### config.mk
export PLATFORM = sky130hd
export DESIGN_NAME = fcs_host
export DESIGN_NICKNAME = d
export VERILOG_FILES = /design/src/fcs_pkg.sv /design/src/fcs_host.sv
export SDC_FILE = /design/constraint.sdc
export NUM_CORES = 1
export LEC_CHECK = 0
export ABC_CLOCK_PERIOD_IN_PS = 4140
export BUFFER_PORTS_ARGS = -buffer_cell sky130_fd_sc_hd__buf_2
export CAP_MARGIN = 10
export CORE_MARGIN = 8
export CORE_UTILIZATION = 35
export CTS_CLUSTER_DIAMETER = 50
export CTS_CLUSTER_SIZE = 8
export DETAILED_ROUTE_END_ITERATION = 7
export GPL_TIMING_DRIVEN = 1
export PLACE_DENSITY = 0.58
export SETUP_SLACK_MARGIN = 0.3
export SLEW_MARGIN = 15
export SYNTH_ARGS = -nofsm -noshare
export SYNTH_HDL_FRONTEND = slang
export SYNTH_SLANG_ARGS = --single-unit
### constraint.sdc
create_clock -name clk -period 4.14 [get_ports clk]
set_clock_uncertainty 0.1 [all_clocks]
set_input_delay 0.207 -clock clk [delete_from_list [all_inputs] [get_ports clk]]
set_output_delay 0.207 -clock clk [all_outputs]
set_load 0.02 [all_outputs]
### src/fcs_pkg.sv
// shared constants and types for the flash command sequencer host controller
package fcs_pkg;
  localparam int CLK_NS = 5;
  localparam int T_WP_NS = 35;
  localparam int T_WPH_NS = 30;
  localparam int T_ACC_NS = 70;
  localparam int T_RH_NS = 20;
  localparam int T_SUSP_US = 20;
  localparam int WP_CYC = (T_WP_NS + CLK_NS - 1) / CLK_NS;
  localparam int WPH_CYC = (T_WPH_NS + CLK_NS - 1) / CLK_NS;
  localparam int ACC_CYC = (T_ACC_NS + CLK_NS - 1) / CLK_NS;
  localparam int RH_CYC = (T_RH_NS + CLK_NS - 1) / CLK_NS;
  localparam int SUSP_CYC = (T_SUSP_US * 1000 + CLK_NS - 1) / CLK_NS;
  localparam int TCNT_W = 12;
  localparam int ADDR_W = 19;
  localparam logic [18:0] ADDR_UNLOCK1 = 19'h00555;
  localparam logic [18:0] ADDR_UNLOCK2 = 19'h002AA;
  localparam logic [18:0] ADDR_ANY = 19'h00000;
  localparam logic [7:0] DATA_UNLOCK1 = 8'hAA;
  localparam logic [7:0] DATA_UNLOCK2 = 8'h55;
  localparam logic [7:0] DATA_PROG = 8'hA0;
  localparam logic [7:0] DATA_ID = 8'h90;
  localparam logic [7:0] DATA_BYP_ON = 8'h20;
  localparam logic [7:0] DATA_BYP_OFF2 = 8'h00;
  localparam logic [7:0] DATA_ERASE_SETUP = 8'h80;
  localparam logic [7:0] DATA_CHIP = 8'h10;
  localparam logic [7:0] DATA_SECT = 8'h30;
  localparam logic [7:0] DATA_SUSP = 8'hB0;
  localparam logic [7:0] DATA_RESUME = 8'h30;
  localparam logic [7:0] DATA_RESET = 8'hF0;
  localparam int POLLING_BIT = 7;
  localparam int TOGGLE_BIT = 6;
  localparam int TIMEOUT_BIT = 5;
  localparam int SECT_HI = 18;
  localparam int SECT_LO = 16;
  localparam logic [31:0] POLL_LIMIT_DEF = 32'h17D78400;

  typedef enum logic [3:0] {
    OP_READ = 4'h0, OP_PROG = 4'h1, OP_CHIP = 4'h2, OP_SECT = 4'h3,
    OP_SUSP = 4'h4, OP_RESUME = 4'h5, OP_RESET = 4'h6, OP_ID = 4'h7,
    OP_BYP_ON = 4'h8, OP_BYP_OFF = 4'h9
  } fcs_op_t;

  typedef enum logic [5:0] {
    ST_IDLE = 6'h01, ST_WLOW = 6'h02, ST_WHIGH = 6'h04,
    ST_RLOW = 6'h08, ST_RHIGH = 6'h10, ST_SUSPW = 6'h20
  } fcs_state_t;

  typedef struct packed {
    logic [18:0] addr;
    logic [7:0] data;
  } fcs_word_t;

  typedef struct packed {
    logic [18:0] addr;
    logic [7:0] dq_o;
    logic dq_oe;
    logic ce_n;
    logic we_n;
    logic oe_n;
  } fcs_pins_t;
endpackage

### src/fcs_host.sv
// host controller that sequences commands into a parallel nor flash
// Summary of operation
// flash wakes in array read; plain reads need no command first.
// flash returns to array read itself after program or erase.
// in suspend, reads in the erasing sector return status bits.
// after timeout status bit high, host writes reset before reading array.
// unlock pair plus id command enters id mode; reset leaves it.
// normal program is four writes: unlock pair, setup, location and value.
// flash latches address on later falling, data on earlier rising strobe.
// flash finishes programming on its own timer.
// programming only clears bits; only erase sets them.
// flash raises timeout status bit on overlong program.
// in bypass, program is two writes until bypass reset.
// bypass is off after power up.
// chip erase is six writes ending in chip erase command.
// embedded erase preprograms itself.
// flash ignores all commands during chip erase.
// sector erase is six writes; top three address bits pick the sector.
// during sector erase only suspend is honoured.
// suspend only acts during sector erase.
// flash is suspended within 20 us of the suspend write.
// in suspend, other sectors read and program normally.
// id command refused while erase is suspended.
// resume continues erase; repeat resumes ignored.
// wrong address, data or order aborts back to array read.
// unlock is AA at 555 then 55 at 2AA; fixed command bytes.
// polling status bit inverted while programming, zero while erasing.
// toggle status bit flips on each read while busy.
// write only with chip select and write strobe low, output enable high.
// host polls after program or erase, bounds wait, resets on failure.
module fcs_host
  import fcs_pkg::*;
#(
  parameter logic [31:0] POLL_LIMIT = POLL_LIMIT_DEF
) (
  input wire logic clk,
  input wire logic rst_n,
  input wire logic req,
  input fcs_op_t cmd,
  input wire logic [18:0] cmd_addr,
  input wire logic [7:0] cmd_data,
  input wire logic [7:0] dq_i,
  output logic ready,
  output logic done,
  output logic fail,
  output logic [7:0] rdata,
  output logic bypass_on,
  output logic suspended,
  output logic id_mode,
  output fcs_pins_t flash
);
  fcs_state_t state_ff, nxt_state;
  fcs_op_t op_ff, nxt_op;
  logic [18:0] uaddr_ff, nxt_uaddr;
  logic [7:0] udata_ff, nxt_udata;
  logic [2:0] step_ff, nxt_step;
  logic [TCNT_W-1:0] tcnt_ff, nxt_tcnt;
  logic [31:0] pcnt_ff, nxt_pcnt;
  logic polling_ff, nxt_polling, first_ff, nxt_first, recheck_ff, nxt_recheck;
  logic prev_tog_ff, nxt_prev_tog, failing_ff, nxt_failing;
  logic nxt_done, nxt_fail, nxt_byp, nxt_susp, nxt_id;
  logic [7:0] nxt_rdata;
  fcs_word_t cur_word;
  wire tim_done = (tcnt_ff == '0);
  wire take = req && ready;
  wire last_step = (step_ff + 3'h1) == seq_len(op_ff, bypass_on);
  wire tog_now = rdata[TOGGLE_BIT];
  wire poll_over = pcnt_ff >= POLL_LIMIT;

  function automatic logic [2:0] seq_len(fcs_op_t op, logic byp);
    case (op)
      OP_PROG: seq_len = byp ? 3'h2 : 3'h4;
      OP_CHIP, OP_SECT: seq_len = 3'h6;
      OP_ID, OP_BYP_ON: seq_len = 3'h3;
      OP_BYP_OFF: seq_len = 3'h2;
      default: seq_len = 3'h1;
    endcase
  endfunction

  function automatic fcs_word_t step_of(fcs_op_t op, logic [2:0] idx, logic [18:0] a,
                                        logic [7:0] d, logic byp);
    fcs_word_t w;
    case (idx)
      3'h1, 3'h4: w = '{ADDR_UNLOCK2, DATA_UNLOCK2};
      default: w = '{ADDR_UNLOCK1, DATA_UNLOCK1};
    endcase
    case (op)
      OP_PROG: begin
        if (byp) w = (idx == 3'h0) ? {ADDR_ANY, DATA_PROG} : {a, d};
        else if (idx == 3'h2) w.data = DATA_PROG;
        else if (idx == 3'h3) w = '{a, d};
      end
      OP_CHIP, OP_SECT: begin
        if (idx == 3'h2) w.data = DATA_ERASE_SETUP;
        if (idx == 3'h5) begin
          w = (op == OP_CHIP) ? {ADDR_UNLOCK1, DATA_CHIP} : {a, DATA_SECT};
        end
      end
      OP_ID: if (idx == 3'h2) w.data = DATA_ID;
      OP_BYP_ON: if (idx == 3'h2) w.data = DATA_BYP_ON;
      OP_BYP_OFF: w = '{ADDR_ANY, (idx == 3'h0) ? DATA_ID : DATA_BYP_OFF2};
      OP_SUSP: w = '{ADDR_ANY, DATA_SUSP};
      OP_RESUME: w = '{ADDR_ANY, DATA_RESUME};
      default: w = '{ADDR_ANY, DATA_RESET};
    endcase
    return w;
  endfunction

  assign cur_word = step_of(nxt_op, nxt_step, nxt_uaddr, nxt_udata, nxt_byp);

  always_comb begin
    nxt_state = state_ff;
    nxt_op = op_ff;
    nxt_uaddr = uaddr_ff;
    nxt_udata = udata_ff;
    nxt_step = step_ff;
    nxt_tcnt = tim_done ? tcnt_ff : tcnt_ff - 1'b1;
    nxt_pcnt = polling_ff ? pcnt_ff + 32'h1 : 32'h0;
    nxt_polling = polling_ff;
    nxt_first = first_ff;
    nxt_recheck = recheck_ff;
    nxt_prev_tog = prev_tog_ff;
    nxt_failing = failing_ff;
    nxt_done = 1'b0;
    nxt_fail = 1'b0;
    nxt_byp = bypass_on;
    nxt_susp = suspended;
    nxt_id = id_mode;
    nxt_rdata = rdata;
    case (state_ff)
      ST_IDLE: begin
        if (take) begin
          nxt_op = cmd;
          nxt_uaddr = cmd_addr;
          nxt_udata = cmd_data;
          nxt_step = 3'h0;
          if (cmd == OP_ID && suspended) begin
            nxt_done = 1'b1;
            nxt_fail = 1'b1;
          end else if (cmd == OP_READ) begin
            nxt_state = ST_RLOW;
            nxt_tcnt = TCNT_W'(ACC_CYC - 1);
          end else begin
            nxt_state = ST_WLOW;
            nxt_tcnt = TCNT_W'(WP_CYC - 1);
          end
        end
      end
      ST_WLOW: if (tim_done) begin
        nxt_state = ST_WHIGH;
        nxt_tcnt = TCNT_W'(WPH_CYC - 1);
      end
      ST_WHIGH: if (tim_done) begin
        if (!last_step) begin
          nxt_step = step_ff + 3'h1;
          nxt_state = ST_WLOW;
          nxt_tcnt = TCNT_W'(WP_CYC - 1);
        end else if (op_ff == OP_PROG || op_ff == OP_CHIP || op_ff == OP_SECT ||
                     op_ff == OP_RESUME) begin
          // erase resume falls back into sector erase polling
          if (op_ff == OP_RESUME) begin
            nxt_op = OP_SECT;
            nxt_susp = 1'b0;
          end
          nxt_polling = 1'b1;
          nxt_first = 1'b1;
          nxt_recheck = 1'b0;
          nxt_state = ST_RLOW;
          nxt_tcnt = TCNT_W'(ACC_CYC - 1);
        end else if (op_ff == OP_SUSP) begin
          nxt_state = ST_SUSPW;
          nxt_tcnt = TCNT_W'(SUSP_CYC - 1);
        end else if (op_ff == OP_ID) begin
          nxt_id = 1'b1;
          nxt_state = ST_RLOW;
          nxt_tcnt = TCNT_W'(ACC_CYC - 1);
        end else begin
          if (op_ff == OP_RESET) nxt_id = 1'b0;
          if (op_ff == OP_BYP_ON) nxt_byp = 1'b1;
          if (op_ff == OP_BYP_OFF) nxt_byp = 1'b0;
          nxt_fail = failing_ff;
          nxt_failing = 1'b0;
          nxt_done = 1'b1;
          nxt_state = ST_IDLE;
        end
      end
      ST_RLOW: if (tim_done) begin
        nxt_rdata = dq_i;
        nxt_state = ST_RHIGH;
        nxt_tcnt = TCNT_W'(RH_CYC - 1);
      end
      ST_RHIGH: if (tim_done) begin
        nxt_tcnt = TCNT_W'(ACC_CYC - 1);
        nxt_prev_tog = tog_now;
        nxt_first = 1'b0;
        if (!polling_ff) begin
          nxt_done = 1'b1;
          nxt_state = ST_IDLE;
        end else if (take && cmd == OP_SUSP && op_ff == OP_SECT) begin
          // suspend is only offered while a sector erase is polled
          nxt_polling = 1'b0;
          nxt_op = OP_SUSP;
          nxt_step = 3'h0;
          nxt_state = ST_WLOW;
          nxt_tcnt = TCNT_W'(WP_CYC - 1);
        end else if (!first_ff && tog_now == prev_tog_ff) begin
          nxt_polling = 1'b0;
          nxt_done = 1'b1;
          nxt_state = ST_IDLE;
        end else if (poll_over || (recheck_ff && !first_ff)) begin
          nxt_polling = 1'b0;
          nxt_failing = 1'b1;
          nxt_op = OP_RESET;
          nxt_step = 3'h0;
          nxt_state = ST_WLOW;
          nxt_tcnt = TCNT_W'(WP_CYC - 1);
        end else begin
          if (!first_ff && rdata[TIMEOUT_BIT]) nxt_recheck = 1'b1;
          nxt_state = ST_RLOW;
        end
      end
      ST_SUSPW: if (tim_done) begin
        nxt_susp = 1'b1;
        nxt_done = 1'b1;
        nxt_state = ST_IDLE;
      end
      default: nxt_state = ST_IDLE;
    endcase
  end

  always_ff @(posedge clk or negedge rst_n) begin
    if (!rst_n) begin
      state_ff <= ST_IDLE;
      op_ff <= OP_READ;
      {uaddr_ff, udata_ff, step_ff, tcnt_ff, pcnt_ff} <= '0;
      {polling_ff, first_ff, recheck_ff, prev_tog_ff, failing_ff} <= '0;
    end else begin
      state_ff <= nxt_state;
      op_ff <= nxt_op;
      {uaddr_ff, udata_ff, step_ff, tcnt_ff, pcnt_ff} <=
        {nxt_uaddr, nxt_udata, nxt_step, nxt_tcnt, nxt_pcnt};
      {polling_ff, first_ff, recheck_ff, prev_tog_ff, failing_ff} <=
        {nxt_polling, nxt_first, nxt_recheck, nxt_prev_tog, nxt_failing};
    end
  end

  // pins follow the next state so each strobe leaves a flip-flop with no gate
  always_ff @(posedge clk or negedge rst_n) begin
    if (!rst_n) begin
      flash <= '{addr: '0, dq_o: '0, dq_oe: 1'b0, ce_n: 1'b1, we_n: 1'b1, oe_n: 1'b1};
      {ready, done, fail, bypass_on, suspended, id_mode, rdata} <= {1'b1, 5'h00, 8'h00};
    end else begin
      flash.addr <= (nxt_state == ST_WLOW || nxt_state == ST_WHIGH) ? cur_word.addr : nxt_uaddr;
      flash.dq_o <= cur_word.data;
      flash.dq_oe <= (nxt_state == ST_WLOW);
      flash.we_n <= !(nxt_state == ST_WLOW);
      flash.oe_n <= !(nxt_state == ST_RLOW);
      flash.ce_n <= !(nxt_state == ST_WLOW || nxt_state == ST_RLOW);
      // while polling, ready marks only the cycle in which suspend is decoded
      ready <= (nxt_state == ST_IDLE) ||
               (nxt_polling && nxt_op == OP_SECT && nxt_state == ST_RHIGH && nxt_tcnt == '0);
      {done, fail, bypass_on, suspended, id_mode, rdata} <=
        {nxt_done, nxt_fail, nxt_byp, nxt_susp, nxt_id, nxt_rdata};
    end
  end

  logic [2:0] wr_cnt_ff;
  always_ff @(posedge clk or negedge rst_n) begin
    if (!rst_n) wr_cnt_ff <= 3'h0;
    else if (state_ff == ST_IDLE || state_ff == ST_RHIGH) wr_cnt_ff <= 3'h0;
    else if (state_ff == ST_WLOW && tim_done) wr_cnt_ff <= wr_cnt_ff + 3'h1;
  end
  wire seq_end = state_ff == ST_WHIGH && tim_done && last_step;

  a_unlock_first: assert property (@(posedge clk) disable iff (!rst_n)
    (state_ff == ST_WLOW && step_ff == 3'h0 && seq_len(op_ff, 1'b0) > 3'h2 &&
     !(op_ff == OP_PROG && bypass_on)) |->
    flash.addr == ADDR_UNLOCK1 && flash.dq_o == DATA_UNLOCK1)
    else $error("first unlock write wrong");
  a_prog_four: assert property (@(posedge clk) disable iff (!rst_n)
    (seq_end && op_ff == OP_PROG && !bypass_on) |-> wr_cnt_ff == 3'h4)
    else $error("program did not take four writes");
  a_bypass_two: assert property (@(posedge clk) disable iff (!rst_n)
    (seq_end && op_ff == OP_PROG && bypass_on) |-> wr_cnt_ff == 3'h2)
    else $error("bypass program did not take two writes");
  a_erase_six: assert property (@(posedge clk) disable iff (!rst_n)
    (seq_end && (op_ff == OP_CHIP || op_ff == OP_SECT)) |-> wr_cnt_ff == 3'h6)
    else $error("erase did not take six writes");
  a_sector_bits: assert property (@(posedge clk) disable iff (!rst_n)
    (state_ff == ST_WLOW && op_ff == OP_SECT && step_ff == 3'h5) |->
    flash.addr[SECT_HI:SECT_LO] == uaddr_ff[SECT_HI:SECT_LO] && flash.dq_o == DATA_SECT)
    else $error("sector erase command malformed");
  a_fail_resets: assert property (@(posedge clk) disable iff (!rst_n)
    $rose(failing_ff) |-> ##[0:2] (!flash.we_n && flash.dq_o == DATA_RESET))
    else $error("failure not followed by reset write");
  a_poll_bounded: assert property (@(posedge clk) disable iff (!rst_n)
    polling_ff |-> pcnt_ff <= POLL_LIMIT + 32'h100)
    else $error("poll wait not bounded");
  a_id_exit: assert property (@(posedge clk) disable iff (!rst_n)
    $fell(id_mode) |-> $past(op_ff) == OP_RESET)
    else $error("id mode left without reset");
  a_write_strobes: assert property (@(posedge clk) disable iff (!rst_n)
    !flash.we_n |-> !flash.ce_n && flash.oe_n && flash.dq_oe)
    else $error("write strobe with bad companions");
  a_suspend_window: assert property (@(posedge clk) disable iff (!rst_n)
    (ready && polling_ff) |-> (state_ff == ST_RHIGH && tim_done && op_ff == OP_SECT))
    else $error("ready raised outside the suspend window");

  c_prog_done: cover property (@(posedge clk) disable iff (!rst_n)
    op_ff == OP_PROG && done && !fail);
  c_suspended: cover property (@(posedge clk) disable iff (!rst_n) $rose(suspended));
  c_fail_path: cover property (@(posedge clk) disable iff (!rst_n) fail);
  c_id_read: cover property (@(posedge clk) disable iff (!rst_n) id_mode && done);
endmodule

# After elaboration in Yosys (flattened, before gate mapping)
# Cells that the tools add are included.
# totals
register_bits	134
elab_cells	269
out_inout_bits	45
# classes
n_mux	146
n_addsub	3
bitwise_logic	2
n_lt_le_gt_ge	1
eq_ne	52
reduce_logical	40
# ops
op	count
27-bit 2-to-1 mux	5
12-bit 2-to-1 mux	11
19-bit 2-to-1 mux	5
4-bit 2-to-1 mux	21
1-bit 2-to-1 mux	63
6-bit 2-to-1 mux	10
12-bit one-hot mux with 5 select lines	1
19-bit one-hot mux with 3 select lines	1
8-bit 2-to-1 mux	7
8-bit one-hot mux with 7 select lines	1
4-bit by 3-bit equality test with 1-bit output (second input constant)	9
6-bit one-hot mux with 6 select lines	1
32-bit by 1-bit adder with 32-bit output (second input constant)	1
32-bit by 29-bit greater-or-equal comparator with 1-bit output (second input constant)	1
32-bit 2-to-1 mux	1
2-bit inequality test (second input constant)	15
3-bit 2-to-1 mux	9
12-bit zero test	2
4-bit by 2-bit equality test with 1-bit output (second input constant)	4
4-bit equality test (second input constant)	4
6-bit by 1-bit equality test with 1-bit output (second input constant)	2
6-bit by 2-bit equality test with 1-bit output (second input constant)	2
6-bit by 3-bit equality test with 1-bit output (second input constant)	2
6-bit by 4-bit equality test with 1-bit output (second input constant)	2
28 further kinds	64

# Depth between registers and ports, before layout
# logic_depth
depth_word	17
mapped_depth	15
mapped_depth_nobuf	14

# Worst setup path after synthesis
# Ideal clock, no wire load.
# synth_path
path_type	register -> register
from	register state_ff[5]
to	register flash[11] in the netlist's numbering
slack_ns	0.860
arrival_time_ns	3.058
n_path_buf	2
setup_time_ns	0.122
path_stages_with_launch	12
required_ns	3.918
cell_sequence	dfrtp_1 > buf_2 > or4_4 > or2_1 > buf_2 > or3_1 > nor4_2 > mux2_2 > inv_2 > o22ai_1 > or3_1 > a32o_1
# synth_rtl
element	line	text
from (decl)	fcs_host.sv:52	fcs_state_t state_ff, nxt_state;
from (signal assigned)	fcs_host.sv:238	state_ff <= nxt_state;
to (signal assigned)	fcs_host.sv:250	flash <= '{addr: '0, dq_o: '0, dq_oe: 1'b0, ce_n: 1'b1, we_n: 1'b1, oe_n: 1'b1};
to (decl)	fcs_host.sv:50	output fcs_pins_t flash

# Worst setup path in the final report
# layout_path
from	register state_ff[1]
to	register flash[14] in the netlist's numbering
# layout_via
elab_chain_len	10
elab_cells_between_ends	44
# layout_rtl
element	line	text
6-bit by 5-bit equality test with 1-bit output, or another cell as far along	fcs_host.sv:130	case (state_ff)
3-bit one-hot mux with 3 select lines	fcs_host.sv:130	
3-bit by 1-bit equality test with 1-bit output / 3-bit equality test (equally long branches)	fcs_host.sv:83	case (idx)
2-bit OR reduction	fcs_host.sv:83	
19-bit 2-to-1 mux	fcs_host.sv:83	
27-bit 2-to-1 mux	fcs_host.sv:91	else if (idx == 3'h3) w = '{a, d};
19-bit 2-to-1 mux	fcs_host.sv:90	else if (idx == 3'h2) w.data = DATA_PROG;
27-bit 2-to-1 mux	fcs_host.sv:89	if (byp) w = (idx == 3'h0) ? {ADDR_ANY, DATA_PROG} : {a, d};
19-bit one-hot mux with 3 select lines	fcs_host.sv:87	case (op)
19-bit 2-to-1 mux *	fcs_host.sv:253	flash.addr <= (nxt_state == ST_WLOW || nxt_state == ST_WHIGH) ? cur_word.addr : nxt_uaddr;
# Every way passes the cells marked *; elsewhere a longest branch is shown, timed or not.
# A chain may end at the register's enable or synchronous reset.

==> reports/qor.csv <==
metric,value,unit
status,finished clean,
die_area,25100,um^2
crit_type,reg2reg,
avgViaCountPerCell,5.173,
route.detailed.wl_per_inst,16.26,um
finalPower,2.984,mW
cts.sinks,134,
ys_seq_area_share,47.32,%
max_cap_viol_count,0,
rsz0062_at_grt,no,
die_h,158.4,um
drt-total-wl,19.17,mm
synthFlopType,dfrtp_1,
clkSlewWorstSetupHoldPaths,0.06,ns
start_util,35.31,%
grt_use_total,15.55,%
crit_arrival,3.80,ns
hold_class,in2async,
slowest_delay,0.58,ns
grt_pass1_wl,30.91,mm
antenna_left,0,
vias,6099,
synth_most_common_cell,dfrtp_1,
cts_tree,built,
netlist_area,7099,um^2
antenna_found_initial,0,
drive_above_1_share,20.24,%
start_kind,flop,
setup-violations-final,0,
yosys-top-cells-area,"dfrtp_1, nand2_1, xnor2_1",
clk_latency,0.42,ns
drc,0,
synth.top_cell.area_share,45.47,%
overflow,0,
crit_required,4.31,ns
root_buffer,clkbuf_16,
synthesis.nets,812,
yosysWarnings,0,
synth_common_cells,"dfrtp_1, nand2_1, o21ai_0, a21oi_1, xnor2_1",
cp_top_family,simple AND/OR/NAND/NOR gates,
synthDistinctLibCells,75,
cts.htree.levels,4,
cp_cell_sequence,or4_4 > or2_1 > or3_1 > nor4_2 > mux2_2 > o21ai_0 > o21ai_0 > o211ai_1 > o21ai_1,
fin_crit,3.631,ns
gp_congestion,0.9202,
fillers,1928,
worstMarginPinSlew,0.7166,ns
io_buffers,86,
synth_cells,764,
instances_no_fill,1179,
crit_buf_inv,0,
first_pass_iters,5,
crit_top_cell,o21ai_0,
max_freq,0.2754,GHz
finalMaxSlewViolations,0,
grt_pass1_vias,5978,
crit_slowest_cell,or4_4,
rows,52,
clockBufferDepth,2,
hold_viol,0,
pin_count,87,
maxSlewHeadroom,52.23,%
num_antenna_cells,0,
grt_start_max_net_pins,59,
hpwl,13.39,mm
core_area,20100,um^2
synth_area_leader_cell,dfrtp_1,
cts_buffers,17,
drt_iter0_drc,444,
fin_setup_tns,0,ns
place_inst,1109,
synth-edff-count,0,
leakage,4.188,nW
ys_ff_latch,134,
syn_area_per_cell,9.292,um^2
peakVddDrop,263.0,uV
p_per_area,334.7,nW/um^2
end_kind,flop,
area_growth,25.59,%
chipWidth,158.4,um
async_reset_ff_share,100.0,%
post-route-period-util,87.70,%
path_max_fanout,11,
final_nets,944,
==> area by class of cell <==
class                      count  area (um^2)  share of cell area (%)
clock inverter                14        190.2                   2.133
inverter                      29        111.4                   1.249
multi-input combinational    575         3563                   39.97
tap                          270        337.8                   3.789
timing repair buffer         139        924.6                   10.37
sequential                   134         3359                   37.68
clock buffer                  18        429.2                   4.813
==> routing by layer <==
metal  vias to the layer above  wire (um)  global-route usage (%)
met5                         -          0                       0
met3                        29        820                   2.687
li1                       2981          -                       -
met4                         0        296                   5.074
met1                      2934       8844                   20.75
met2                       155       9209                   25.13
==> cell usage in the layout, fill, tap and decap left out, types with 5 or more instances in the layout <==
cell / n
mux2i_1: 5
nor2b_1: 7
a21oi_1: 36
o21ai_0: 39
mux2_2: 11
ha_1: 6
clkbuf_16: 17
or2_2: 5
a21o_1: 6
inv_2: 5
nor2_1: 32
and3_1: 6
nor3_1: 28
nor4_1: 8
buf_2: 85
xnor2_1: 35
dlygate4sd3_1: 36
and2_1: 31
a31oi_1: 9
dfstp_2: 5
dfrtp_1: 129
buf_4: 17
nand3_1: 33
nand4_1: 10
nand2b_1: 8
inv_1: 23
xor2_1: 13
nand2_1: 114
o22ai_1: 7
o31ai_1: 6
o21ai_1: 21
or3_1: 10
==> power breakdown <==
group | leakage [nW] | switching [mW] | internal (mW) | total [mW]
Sequential | 1.77 | 0 | 1.31 | 1.31
Combinational | 2.12 | 0.0389 | 0.0385 | 0.0774
Clock | 0.300 | 0.629 | 0.967 | 1.60
Total | 4.19 | 0.668 | 2.32 | 2.98
==> worst register-to-register path: cells and delay by family, from the launching register on <==
kind             cells  cell delay, ns
AO/OA/AOI/OAI        4            0.90
AND/OR/NAND/NOR      4            1.56
flip-flops           1            0.49
multiplexers         1            0.44
==> path summary, 6_finish.rpt <==
check	startpoint	endpoint	slack (ns)	cells past startpoint
max	state_ff[1]$_DFF_PN0_	flash[14]$_DFF_PN0_	0.51	9
min	rst_n	flash[27]$_DFF_PN0_	0.12	2
max in group asynchronous	rst_n	flash[24]$_DFF_PN0_	2.84	3
max reg2reg	state_ff[1]$_DFF_PN0_	flash[14]$_DFF_PN0_	0.51	9
min reg2reg	uaddr_ff[16]$_DFF_PN0_	uaddr_ff[16]$_DFF_PN0_	0.37	2
min in group clk	cmd[3]	tcnt_ff[3]$_DFF_PN0_	0.22	4
==> sequential cells by signal (all words and copies together) (netlist names), 3 cells and up <==
register  count
uaddr_ff     19
step_ff       3
pcnt_ff      32
udata_ff      8
tcnt_ff      12
rdata         8
flash        31
state_ff      6
op_ff         4
==> kinds of logic after synthesis <==
logic type               share of synthesized area, %
flip-flops                                      47.32
buffers and inverters                           3.049
adder cells (fa/ha/maj)                         1.057
multiplexers                                    2.450
XOR/XNOR                                        5.922
AND/OR/NAND/NOR                                 23.72
AO/OA/AOI/OAI                                   16.48
==> stage by stage <==
stage / utilization (%) / cell area [um^2] / hold slack, ns / setup slack (ns)
after floorplan: - / 7099 / -0.1886 / 0.8602
final: 44.35 / 8916 / 0.1153 / 0.5090
after global routing: 44.35 / 8916 / 0.1393 / 0.3103
after global placement: 39.20 / 7881 / -0.01093 / 0.4770
after detailed placement: 39.20 / 7881 / -0.01880 / 0.4970
after CTS: 44.08 / 8861 / 0.1081 / 0.4563
==> what timing repair did <==
item                       CTS  global route
setup endpoints to repair    0            25
hold endpoints to repair    71             0
hold buffers                36             0
setup buffers                0             2
gates resized for setup      0             9
(Power assumes the default switching activity.)
